File: config.mk
export PLATFORM = sky130hd
export DESIGN_NAME = bfsr_top
export DESIGN_NICKNAME = d
export VERILOG_FILES = /design/src/core/bfsr_pkg.sv /design/src/core/bfsr_slot_ram.sv /design/src/core/bfsr_break_det.sv /design/src/core/bfsr_top.sv
export SDC_FILE = /design/constraint.sdc
export NUM_CORES = 2
export LEC_CHECK = 0
export CAP_MARGIN = 20
export CORE_UTILIZATION = 40
export DETAILED_ROUTE_END_ITERATION = 8
export DONT_BUFFER_PORTS = 1
export PLACE_DENSITY_LB_ADDON = 0.3
export SYNTH_ARGS = -nofsm -noshare
export SYNTH_HDL_FRONTEND = slang
export SYNTH_SLANG_ARGS = --single-unit
File: constraint.sdc
create_clock -name SYS_CLK_I -period 3.85 [get_ports SYS_CLK_I]
set_clock_uncertainty 0.05 [all_clocks]
set_input_delay 0.1925 -clock SYS_CLK_I [delete_from_list [all_inputs] [get_ports SYS_CLK_I]]
set_output_delay 0.1925 -clock SYS_CLK_I [all_outputs]
set_load 0.01 [all_outputs]
File: src/core/bfsr_pkg.sv
// constants shared by the break framed slot receiver
package bfsr_pkg;
   // -----------------------------------------------------------------
   // timing
   // -----------------------------------------------------------------
   localparam int CLK_HZ = 20_000_000;
   localparam int CLK_NS = 1_000_000_000 / CLK_HZ;
   localparam int BIT_NS = 4000;
   localparam int BIT_CYC = BIT_NS / CLK_NS;
   localparam int HALF_BIT_CYC = BIT_CYC / 2;
   localparam int BREAK_MIN_NS = 88000;
   localparam int TICK_DIV = 133;
   localparam int TICK_NS = TICK_DIV * CLK_NS;
   // rounded down so a low of exactly the minimum break is still caught
   localparam int BRK_TICKS = BREAK_MIN_NS / TICK_NS;
   localparam logic [7:0] BRK_COMPARE = 8'hff;
   localparam logic [7:0] BRK_POLY = 8'h00;
   // -----------------------------------------------------------------
   // register map and fields
   // -----------------------------------------------------------------
   localparam logic [8:0] REG_CTRL = 9'h000;
   localparam logic [8:0] REG_FIRST_SLOT = 9'h001;
   localparam logic [8:0] REG_BUF_BASE = 9'h002;
   localparam logic [8:0] REG_BUF_SIZE = 9'h003;
   localparam logic [8:0] REG_BUS_ACT = 9'h004;
   localparam logic [8:0] REG_SLOT_ACT = 9'h005;
   localparam logic [8:0] REG_START_CODE = 9'h006;
   localparam logic [8:0] REG_STATUS = 9'h007;
   localparam int CTRL_RX_EN_BIT = 0;
   localparam int CTRL_BRK_EN_BIT = 1;
   localparam int CTRL_FLIP_BIT = 2;
   localparam int RAM_SEL_BIT = 8;
   // -----------------------------------------------------------------
   // reset values and codes
   // -----------------------------------------------------------------
   localparam logic [2:0] CTRL_RESET = 3'h0;
   localparam logic [9:0] FIRST_SLOT_RESET = 10'h001;
   localparam logic [9:0] FIRST_SLOT_MAX = 10'h200;
   localparam logic [8:0] BUF_SIZE_MAX = 9'h100;
   localparam logic [7:0] BREAK_SEEN_CODE = 8'h01;
   localparam logic [7:0] START_CODE_SEEN_CODE = 8'h02;
   typedef enum logic [2:0] {
      RX_IDLE = 3'b000,
      RX_START = 3'b001,
      RX_DATA = 3'b010,
      RX_STOP = 3'b011,
      RX_WAIT_HIGH = 3'b100
   } bfsr_rx_state_type;
endpackage

File: src/core/bfsr_slot_ram.sv
// capture buffer memory with registered read data
`timescale 1ns/1ps
module bfsr_slot_ram #(
   parameter int DEPTH = 256,
   parameter int AW = 8
) (
   input wire logic clk_i,
   input wire logic ce_i,
   input wire logic we_i,
   input wire logic [AW-1:0] waddr_i,
   input wire logic [7:0] wdata_i,
   input wire logic [AW-1:0] raddr_i,
   output logic [7:0] rdata_o
);
   logic [7:0] mem [DEPTH];
   if (DEPTH != (1 << AW)) $error("slot ram depth must be two to the address width");
   // -----------------------------------------------------------------
   // write and registered read
   // -----------------------------------------------------------------
   always_ff @(posedge clk_i)
   begin
      if (ce_i && we_i)
      begin
         mem[waddr_i] <= wdata_i;
      end
      if (ce_i)
      begin
         rdata_o <= mem[raddr_i];
      end
   end
endmodule

File: src/core/bfsr_break_det.sv
// break width detector: counts low time in slow ticks
`timescale 1ns/1ps
module bfsr_break_det (
   input wire logic clk_i,
   input wire logic nrst_i,
   input wire logic ce_i,
   input wire logic en_i,
   input wire logic line_i,
   output logic hit_o
);
   logic [7:0] div_reg;
   logic [7:0] cnt_reg;
   logic tick;
   if (bfsr_pkg::BRK_POLY != 8'h00) $error("break counter needs a zero feedback term");
   if (bfsr_pkg::BRK_TICKS >= 255 || bfsr_pkg::TICK_DIV > 255) $error("break ticks do not fit");
   // prescaler restarts with each low so ticks align to the falling edge
   assign tick = (div_reg == 8'(bfsr_pkg::TICK_DIV - 1));
   always_ff @(posedge clk_i or negedge nrst_i)
   begin
      if (!nrst_i)
         div_reg <= 8'h00;
      else if (ce_i)
         div_reg <= (!en_i || line_i || tick) ? 8'h00 : div_reg + 8'h01;
   end
   // zero feedback reduces the shift counter to a plain down count
   always_ff @(posedge clk_i or negedge nrst_i)
   begin
      if (!nrst_i)
         cnt_reg <= bfsr_pkg::BRK_COMPARE;
      else if (ce_i)
      begin
         if (!en_i || line_i)
            cnt_reg <= bfsr_pkg::BRK_COMPARE;
         else if (tick && cnt_reg != 8'h00)
            cnt_reg <= cnt_reg - 8'h01;
      end
   end
   // one pulse per low period once it reaches the break width
   always_ff @(posedge clk_i or negedge nrst_i)
   begin
      if (!nrst_i)
         hit_o <= 1'b0;
      else if (ce_i)
         hit_o <= en_i && !line_i && tick &&
            (cnt_reg == bfsr_pkg::BRK_COMPARE - 8'(bfsr_pkg::BRK_TICKS - 1));
   end
endmodule

File: src/core/bfsr_top.sv
// break framed slot receiver: byte receiver, capture logic and registers
`timescale 1ns/1ps
module bfsr_top #(
   parameter int BUF_DEPTH = 256
) (
   input wire logic SYS_CLK_I,
   input wire logic NRST_I,
   input wire logic CE_I,
   input wire logic SERIAL_LINE_IN_I,
   input wire logic [8:0] ADDR_I,
   input wire logic [15:0] WDATA_I,
   input wire logic WR_I,
   input wire logic RD_I,
   output logic [15:0] RDATA_O,
   output logic BREAK_EVT_O,
   output logic BYTE_EVT_O
);
   if (BUF_DEPTH != 256) $error("buffer depth must be 256");
   if (bfsr_pkg::BIT_CYC < 8 || bfsr_pkg::BIT_CYC > 127) $error("bit time out of range");

   // -----------------------------------------------------------------
   // declarations
   // -----------------------------------------------------------------
   logic [2:0] ctrl_reg;
   logic [9:0] first_slot_reg;
   logic [9:0] first_active_reg;
   logic [7:0] buf_base_reg;
   logic [8:0] buf_size_reg;
   logic [7:0] bus_act_reg;
   logic slot_act_reg;
   logic [7:0] start_code_reg;
   logic run;
   logic line;
   logic brk_hit;
   bfsr_pkg::bfsr_rx_state_type rx_state_reg;
   logic [6:0] tmr_reg;
   logic [2:0] bit_reg;
   logic [7:0] shift_reg;
   logic byte_ok_reg;
   logic ferr_reg;
   logic [7:0] byte_reg;
   logic [9:0] slot_cnt_reg;
   logic [8:0] wr_idx_reg;
   logic pkt_live_reg;
   logic armed_reg;
   logic store;
   logic take;
   logic is_start_code;
   logic [7:0] ram_waddr;
   logic [7:0] ram_q;
   logic [15:0] reg_q_reg;
   logic ram_sel_reg;
   logic cfg_buf_wr;
   logic act_rd;
   logic slot_rd;

   // address match for a strobed access
   function automatic logic hit_reg(input logic strobe, input logic [8:0] a,
      input logic [8:0] r);
      hit_reg = strobe && (a == r);
   endfunction

   // -----------------------------------------------------------------
   // line conditioning and enables
   // -----------------------------------------------------------------
   // both parts see the same optionally inverted line
   assign line = SERIAL_LINE_IN_I ^ ctrl_reg[bfsr_pkg::CTRL_FLIP_BIT];
   assign run = ctrl_reg[bfsr_pkg::CTRL_RX_EN_BIT] && ctrl_reg[bfsr_pkg::CTRL_BRK_EN_BIT];

   bfsr_break_det u_break_det (
      .clk_i(SYS_CLK_I),
      .nrst_i(NRST_I),
      .ce_i(CE_I),
      .en_i(run),
      .line_i(line),
      .hit_o(brk_hit)
   );

   // -----------------------------------------------------------------
   // byte receiver
   // -----------------------------------------------------------------
   // start found mid bit, then samples every bit time, no parity
   always_ff @(posedge SYS_CLK_I or negedge NRST_I)
   begin
      if (!NRST_I)
      begin
         rx_state_reg <= bfsr_pkg::RX_IDLE;
         tmr_reg <= 7'h00;
         bit_reg <= 3'h0;
         shift_reg <= 8'h00;
      end
      else if (CE_I)
      begin
         if (!run)
            rx_state_reg <= bfsr_pkg::RX_IDLE;
         else
         begin
            case (rx_state_reg)
               bfsr_pkg::RX_IDLE:
               begin
                  if (!line)
                  begin
                     rx_state_reg <= bfsr_pkg::RX_START;
                     tmr_reg <= 7'(bfsr_pkg::HALF_BIT_CYC - 1);
                  end
               end
               bfsr_pkg::RX_START:
               begin
                  if (tmr_reg != 7'h00)
                     tmr_reg <= tmr_reg - 7'h01;
                  else if (!line)
                  begin
                     rx_state_reg <= bfsr_pkg::RX_DATA;
                     tmr_reg <= 7'(bfsr_pkg::BIT_CYC - 1);
                     bit_reg <= 3'h0;
                  end
                  else
                     rx_state_reg <= bfsr_pkg::RX_IDLE; // glitch, not a start
               end
               bfsr_pkg::RX_DATA:
               begin
                  if (tmr_reg != 7'h00)
                     tmr_reg <= tmr_reg - 7'h01;
                  else
                  begin
                     shift_reg <= {line, shift_reg[7:1]};
                     bit_reg <= bit_reg + 3'h1;
                     tmr_reg <= 7'(bfsr_pkg::BIT_CYC - 1);
                     if (bit_reg == 3'h7)
                        rx_state_reg <= bfsr_pkg::RX_STOP;
                  end
               end
               bfsr_pkg::RX_STOP:
               begin
                  if (tmr_reg != 7'h00)
                     tmr_reg <= tmr_reg - 7'h01;
                  else if (line)
                     rx_state_reg <= bfsr_pkg::RX_IDLE;
                  else
                     rx_state_reg <= bfsr_pkg::RX_WAIT_HIGH;
               end
               bfsr_pkg::RX_WAIT_HIGH:
               begin
                  if (line)
                     rx_state_reg <= bfsr_pkg::RX_IDLE;
               end
               default:
                  rx_state_reg <= bfsr_pkg::RX_IDLE;
            endcase
         end
      end
   end

   // completed byte or framing error, one cycle pulses
   always_ff @(posedge SYS_CLK_I or negedge NRST_I)
   begin
      if (!NRST_I)
      begin
         byte_ok_reg <= 1'b0;
         ferr_reg <= 1'b0;
         byte_reg <= 8'h00;
      end
      else if (CE_I)
      begin
         byte_ok_reg <= 1'b0;
         ferr_reg <= 1'b0;
         if (run && rx_state_reg == bfsr_pkg::RX_STOP && tmr_reg == 7'h00)
         begin
            byte_ok_reg <= line;
            ferr_reg <= !line;
            if (line)
               byte_reg <= shift_reg;
         end
      end
   end

   // event pulses for break and for each good byte
   always_ff @(posedge SYS_CLK_I or negedge NRST_I)
   begin
      if (!NRST_I)
      begin
         BREAK_EVT_O <= 1'b0;
         BYTE_EVT_O <= 1'b0;
      end
      else if (CE_I)
      begin
         BREAK_EVT_O <= brk_hit;
         BYTE_EVT_O <= byte_ok_reg;
      end
   end

   // -----------------------------------------------------------------
   // packet tracking and capture
   // -----------------------------------------------------------------
   assign cfg_buf_wr = hit_reg(WR_I, ADDR_I, bfsr_pkg::REG_BUF_BASE) ||
      hit_reg(WR_I, ADDR_I, bfsr_pkg::REG_BUF_SIZE);
   assign is_start_code = byte_ok_reg && pkt_live_reg && slot_cnt_reg == 10'h000;
   // a bad slot still uses its position so later slots stay aligned
   assign take = (byte_ok_reg || ferr_reg) && armed_reg && slot_cnt_reg != 10'h000 &&
      slot_cnt_reg >= first_active_reg && wr_idx_reg < buf_size_reg;
   assign store = take && byte_ok_reg;
   assign ram_waddr = buf_base_reg + wr_idx_reg[7:0];

   // slot counter: start code is slot zero, saturates past the last slot
   always_ff @(posedge SYS_CLK_I or negedge NRST_I)
   begin
      if (!NRST_I)
         slot_cnt_reg <= 10'h000;
      else if (CE_I)
      begin
         if (brk_hit)
            slot_cnt_reg <= 10'h000;
         else if ((byte_ok_reg || ferr_reg) && slot_cnt_reg != 10'h3ff)
            slot_cnt_reg <= slot_cnt_reg + 10'h001;
      end
   end

   // packet flags: live after a break, armed unless buffer base or size written
   always_ff @(posedge SYS_CLK_I or negedge NRST_I)
   begin
      if (!NRST_I)
      begin
         pkt_live_reg <= 1'b0;
         armed_reg <= 1'b0;
      end
      else if (CE_I)
      begin
         if (!run)
         begin
            pkt_live_reg <= 1'b0;
            armed_reg <= 1'b0;
         end
         else if (brk_hit)
         begin
            pkt_live_reg <= 1'b1;
            armed_reg <= 1'b1;
         end
         else if (cfg_buf_wr)
            armed_reg <= 1'b0;
      end
   end

   // first slot index latched only at a break
   always_ff @(posedge SYS_CLK_I or negedge NRST_I)
   begin
      if (!NRST_I)
         first_active_reg <= bfsr_pkg::FIRST_SLOT_RESET;
      else if (CE_I && brk_hit)
         first_active_reg <= first_slot_reg;
   end

   // write index into the buffer
   always_ff @(posedge SYS_CLK_I or negedge NRST_I)
   begin
      if (!NRST_I)
         wr_idx_reg <= 9'h000;
      else if (CE_I)
      begin
         if (brk_hit)
            wr_idx_reg <= 9'h000;
         else if (take)
            wr_idx_reg <= wr_idx_reg + 9'h001;
      end
   end

   bfsr_slot_ram #(
      .DEPTH(BUF_DEPTH),
      .AW(8)
   ) u_slot_ram (
      .clk_i(SYS_CLK_I),
      .ce_i(CE_I),
      .we_i(store),
      .waddr_i(ram_waddr),
      .wdata_i(byte_reg),
      .raddr_i(ADDR_I[7:0]),
      .rdata_o(ram_q)
   );

   // start code holder
   always_ff @(posedge SYS_CLK_I or negedge NRST_I)
   begin
      if (!NRST_I)
         start_code_reg <= 8'h00;
      else if (CE_I && is_start_code)
         start_code_reg <= byte_reg;
   end

   // -----------------------------------------------------------------
   // activity flags, read to clear, a new event wins over the clear
   // -----------------------------------------------------------------
   assign act_rd = hit_reg(RD_I, ADDR_I, bfsr_pkg::REG_BUS_ACT);
   assign slot_rd = hit_reg(RD_I, ADDR_I, bfsr_pkg::REG_SLOT_ACT);

   always_ff @(posedge SYS_CLK_I or negedge NRST_I)
   begin
      if (!NRST_I)
         bus_act_reg <= 8'h00;
      else if (CE_I)
      begin
         if (is_start_code)
            bus_act_reg <= bfsr_pkg::START_CODE_SEEN_CODE;
         else if (brk_hit)
            bus_act_reg <= bfsr_pkg::BREAK_SEEN_CODE;
         else if (act_rd)
            bus_act_reg <= 8'h00;
      end
   end

   always_ff @(posedge SYS_CLK_I or negedge NRST_I)
   begin
      if (!NRST_I)
         slot_act_reg <= 1'b0;
      else if (CE_I)
      begin
         if (store && wr_idx_reg + 9'h001 == buf_size_reg)
            slot_act_reg <= 1'b1;
         else if (slot_rd)
            slot_act_reg <= 1'b0;
      end
   end

   // -----------------------------------------------------------------
   // register writes
   // -----------------------------------------------------------------
   always_ff @(posedge SYS_CLK_I or negedge NRST_I)
   begin
      if (!NRST_I)
      begin
         ctrl_reg <= bfsr_pkg::CTRL_RESET;
         first_slot_reg <= bfsr_pkg::FIRST_SLOT_RESET;
         buf_base_reg <= 8'h00;
         buf_size_reg <= 9'h000;
      end
      else if (CE_I && WR_I)
      begin
         if (ADDR_I == bfsr_pkg::REG_CTRL)
            ctrl_reg <= WDATA_I[2:0];
         if (ADDR_I == bfsr_pkg::REG_FIRST_SLOT && WDATA_I[9:0] != 10'h000 &&
            WDATA_I[9:0] <= bfsr_pkg::FIRST_SLOT_MAX && WDATA_I[15:10] == 6'h00)
            first_slot_reg <= WDATA_I[9:0];
         if (ADDR_I == bfsr_pkg::REG_BUF_BASE)
            buf_base_reg <= WDATA_I[7:0];
         if (ADDR_I == bfsr_pkg::REG_BUF_SIZE && WDATA_I[8:0] <= bfsr_pkg::BUF_SIZE_MAX &&
            WDATA_I[15:9] == 7'h00)
            buf_size_reg <= WDATA_I[8:0];
      end
   end

   // -----------------------------------------------------------------
   // register reads, one cycle later
   // -----------------------------------------------------------------
   always_ff @(posedge SYS_CLK_I or negedge NRST_I)
   begin
      if (!NRST_I)
      begin
         reg_q_reg <= 16'h0000;
         ram_sel_reg <= 1'b0;
      end
      else if (CE_I)
      begin
         ram_sel_reg <= RD_I && ADDR_I[bfsr_pkg::RAM_SEL_BIT];
         reg_q_reg <= 16'h0000;
         if (RD_I)
         begin
            case (ADDR_I)
               bfsr_pkg::REG_CTRL: reg_q_reg <= {13'h0000, ctrl_reg};
               bfsr_pkg::REG_FIRST_SLOT: reg_q_reg <= {6'h00, first_slot_reg};
               bfsr_pkg::REG_BUF_BASE: reg_q_reg <= {8'h00, buf_base_reg};
               bfsr_pkg::REG_BUF_SIZE: reg_q_reg <= {7'h00, buf_size_reg};
               bfsr_pkg::REG_BUS_ACT: reg_q_reg <= {8'h00, bus_act_reg};
               bfsr_pkg::REG_SLOT_ACT: reg_q_reg <= {15'h0000, slot_act_reg};
               bfsr_pkg::REG_START_CODE: reg_q_reg <= {8'h00, start_code_reg};
               bfsr_pkg::REG_STATUS: reg_q_reg <= {14'h0000, armed_reg, pkt_live_reg};
               default: reg_q_reg <= 16'h0000;
            endcase
         end
      end
   end
   assign RDATA_O = ram_sel_reg ? {8'h00, ram_q} : reg_q_reg;
endmodule

==> qor.yml <==
cp-end-kind: "register"
clockRootBuffer: "clkbuf_16"
critPathRequiredTime_ns: 4.33
finalInstanceArea_mm2: 0.101
cp_common_cell: "buf_16"
syn_avg_cell_area_um2: 19.4
place_congestion: 0.960
setup-tns-final_ns: -0.219
p_per_area_mw_per_mm2: 476
finish.utilization_pct: 46.6
fin_crit_ns: 3.97
most-common-layout-cells: "2056 x edfxtp_1, 479 x mux4_2, 414 x buf_4"
worst_slack_ns: -0.121
viasPerCell: 5.97
hold_path.class: "primary input to register"
dp_cells: 7559
ant_nets: 0
ys_async_sr_fraction_pct: 6.08
largest_register: "u_slot_ram.mem"
drt_iter0_drc: 6509
htree_levels: 4
largest_reg_flops: 2048
coreArea_mm2: 0.218
antenna_found_initial: 5
grt.busiest_layer: "met2"
synth_edf_count: 2056
dr_total_vias: 47888
synth_warnings: 0
wl_per_cell_um: 30.8
use_met2_pct: 33.8
maxCapViolCount: 0
netlist-cell-type-count: 83
yosysSeqAreaShare_pct: 74.1
grtUsageTotal_pct: 22.1
layout-drive-gt1-share_pct: 27.2
grt_pass1_wl_um: 352000
clock_path_buffers: 3
synthCells: 4531
post-route-period-util_pct: 103
critPathMaxFanout: 153
slew_headroom_pct: 18.0
drt_wl_total_um: 247000
layout_commonest_cell: "edfxtp_1"
status: "complete, but fails checks"
worst_path_largest_cell_delay_ns: 0.82
ys.flop_type: "edfxtp_1"
grtUsageMet3_pct: 4.66
grt_pass1_vias: 47137
fin_nets: 5049
start_kind: "primary input"
grt_use_met1_pct: 31.5
max_slew.worst_pin.slew_ns: 1.22
syn_to_final_growth_pct: 15.6
clkTransAtPathRegs_ns: 0.06
clkSinkCount: 2189
final-setup-viol-count: 9
slew_violations: 0
row_count: 171
initial_core_util_pct: 40.3
fin_cells: 8016
dieHeight_um: 470
cts_tree: "yes"
hold_violations: 0
io_pins: 49
fp.dieArea_mm2: 0.221
insertion_delay_ns: 0.87
grt.overflow.total: 0
failed_checks: "setup timing"
syn-cell-area_mm2: 0.0878
grt_max_degree: 576
critical_path.slowest_cell: "a311oi_1"
vdd_drop_max_mv: 0.494
dr.pass1.iters: 9
port_buffers: 0
fp.dieW_um: 470
route.detailed.drc: 0
critical_path_class: "primary input to register"
dp_hpwl_um: 152000
cp_cell_sequence: "buf_16, buf_16, mux4_2, o221ai_1, a311oi_1, o41ai_1, mux2i_1"
fmax_mhz: 252
synth-seq-cells: 2189
placed_area_mm2: 0.0939
cts_buffers: 213
cp_data_arrival_time_ns: 4.45
leakagePower_nw: 33.6
-- metal layers --
metal | share of wire (%) | up-vias | routed length, um
li1 | - | 19650 | -
met4 | 3.3 | 2 | 8220
met2 | 46 | 2418 | 113000
met1 | 41 | 25445 | 102000
met5 | 0.0053 | - | 13
met3 | 9.2 | 373 | 22800
-- path summary, 6_finish.rpt --
check                                         start                     end  slack (ns)  cells past startpoint
worst max-delay path                      ADDR_I[1]   u_slot_ram.rdata_o[1]       -0.12                      7
worst min-delay path                      ADDR_I[1]            reg_q_reg[6]        0.02                      4
worst max register to register      buf_base_reg[1]  u_slot_ram.mem[214][3]       -0.03                     10
worst min register to register  first_active_reg[0]     first_active_reg[0]        0.41                      2
max in group asynchronous                    NRST_I             byte_reg[7]        2.71                      3
min in group asynchronous                    NRST_I     first_active_reg[7]        0.46                      3
-- where the power goes --
group	switching [mW]	internal, mW	total [mW]
Combinational	1.35	0.899	2.25
Sequential	0.0211	25.7	25.7
Clock	8.90	11.5	20.4
Total	10.3	38.0	48.3
-- synth_stat cells, types with 7 or more instances --
| cell type | count | area, um2 |
|---|---|---|
| nor3_1 | 175 | 876 |
| o22ai_1 | 38 | 238 |
| a31oi_1 | 16 | 100 |
| buf_2 | 109 | 546 |
| nand2_1 | 115 | 432 |
| a22oi_1 | 117 | 878 |
| xor2_1 | 16 | 140 |
| a211o_1 | 8 | 70.1 |
| ha_1 | 37 | 463 |
| mux4_2 | 479 | 10800 |
| dfstp_2 | 10 | 263 |
| mux2_4 | 7 | 105 |
| nor2b_1 | 27 | 169 |
| buf_1 | 11 | 41.3 |
| o21ai_0 | 70 | 350 |
| nand3_1 | 48 | 240 |
| a21o_1 | 13 | 97.6 |
| o2bb2ai_1 | 10 | 87.6 |
| a22o_1 | 8 | 70.1 |
| a221oi_1 | 18 | 158 |
| o221ai_1 | 14 | 123 |
| edfxtp_1 | 2056 | 61700 |
| and3_1 | 11 | 68.8 |
| or3_1 | 13 | 81.3 |
| clkbuf_1 | 104 | 390 |
| mux2i_1 | 139 | 1390 |
| nand2b_1 | 15 | 93.8 |
| nor2_1 | 179 | 672 |
| nand4_1 | 72 | 450 |
| xnor2_1 | 23 | 201 |
| mux2_2 | 66 | 743 |
| buf_4 | 34 | 255 |
| inv_1 | 47 | 176 |
| nor4_1 | 43 | 269 |
| buf_6 | 25 | 282 |
| a21oi_1 | 103 | 515 |
| dfrtp_1 | 123 | 3080 |
| and2_1 | 10 | 62.6 |
| a211oi_1 | 22 | 165 |
-- per-stage QoR --
| stage | setup slack (ns) | hold slack, ns | power (mW) |
|---|---|---|---|
| floorplan | 0.0809 | -0.153 | 27.5 |
| global placement | -0.0553 | -0.151 | 28.0 |
| detailed placement | -0.0689 | -0.150 | 28.0 |
| CTS | 0.0325 | 0.00931 | 48.2 |
| global route | -0.00296 | 0.0335 | 49.5 |
| finish | -0.121 | 0.0201 | 48.3 |
-- worst max-delay path, delay by kind of cell --
family	cells	cell delay, ns
buf+inv	2	1.16
compound gates	3	1.31
mux	2	1.18
-- what timing repair did --
action	4_1_cts	5_1_grt
setup buffers	0	2
setup endpoints to repair	128	640
hold buffers	45	3
hold endpoints to repair	271	10
pin swaps	0	3
gates cloned	0	1
resized for setup	5	21
-- cell families after synthesis --
| logic type | share of synthesized area (%) |
|---|---|
| buf+inv | 1.93 |
| compound gates | 4.01 |
| flops | 74.1 |
| fa+ha+maj | 0.550 |
| other cells | 0.00427 |
| simple gates | 4.13 |
| mux | 14.9 |
| xor+xnor | 0.389 |
-- layout make-up --
| cell class | count | area, um2 |
|---|---|---|
| fillers | 18034 | 116000 |
| multi-input cells | 2017 | 21300 |
| diodes | 6 | 15.0 |
| clock buffers | 267 | 5680 |
| inverters | 47 | 176 |
| flip-flops and latches | 2189 | 65100 |
| clock inverters | 124 | 1050 |
| repair buffers | 512 | 4550 |
| well taps | 2854 | 3570 |
Note: power is estimated with default switching activity, not from simulation.
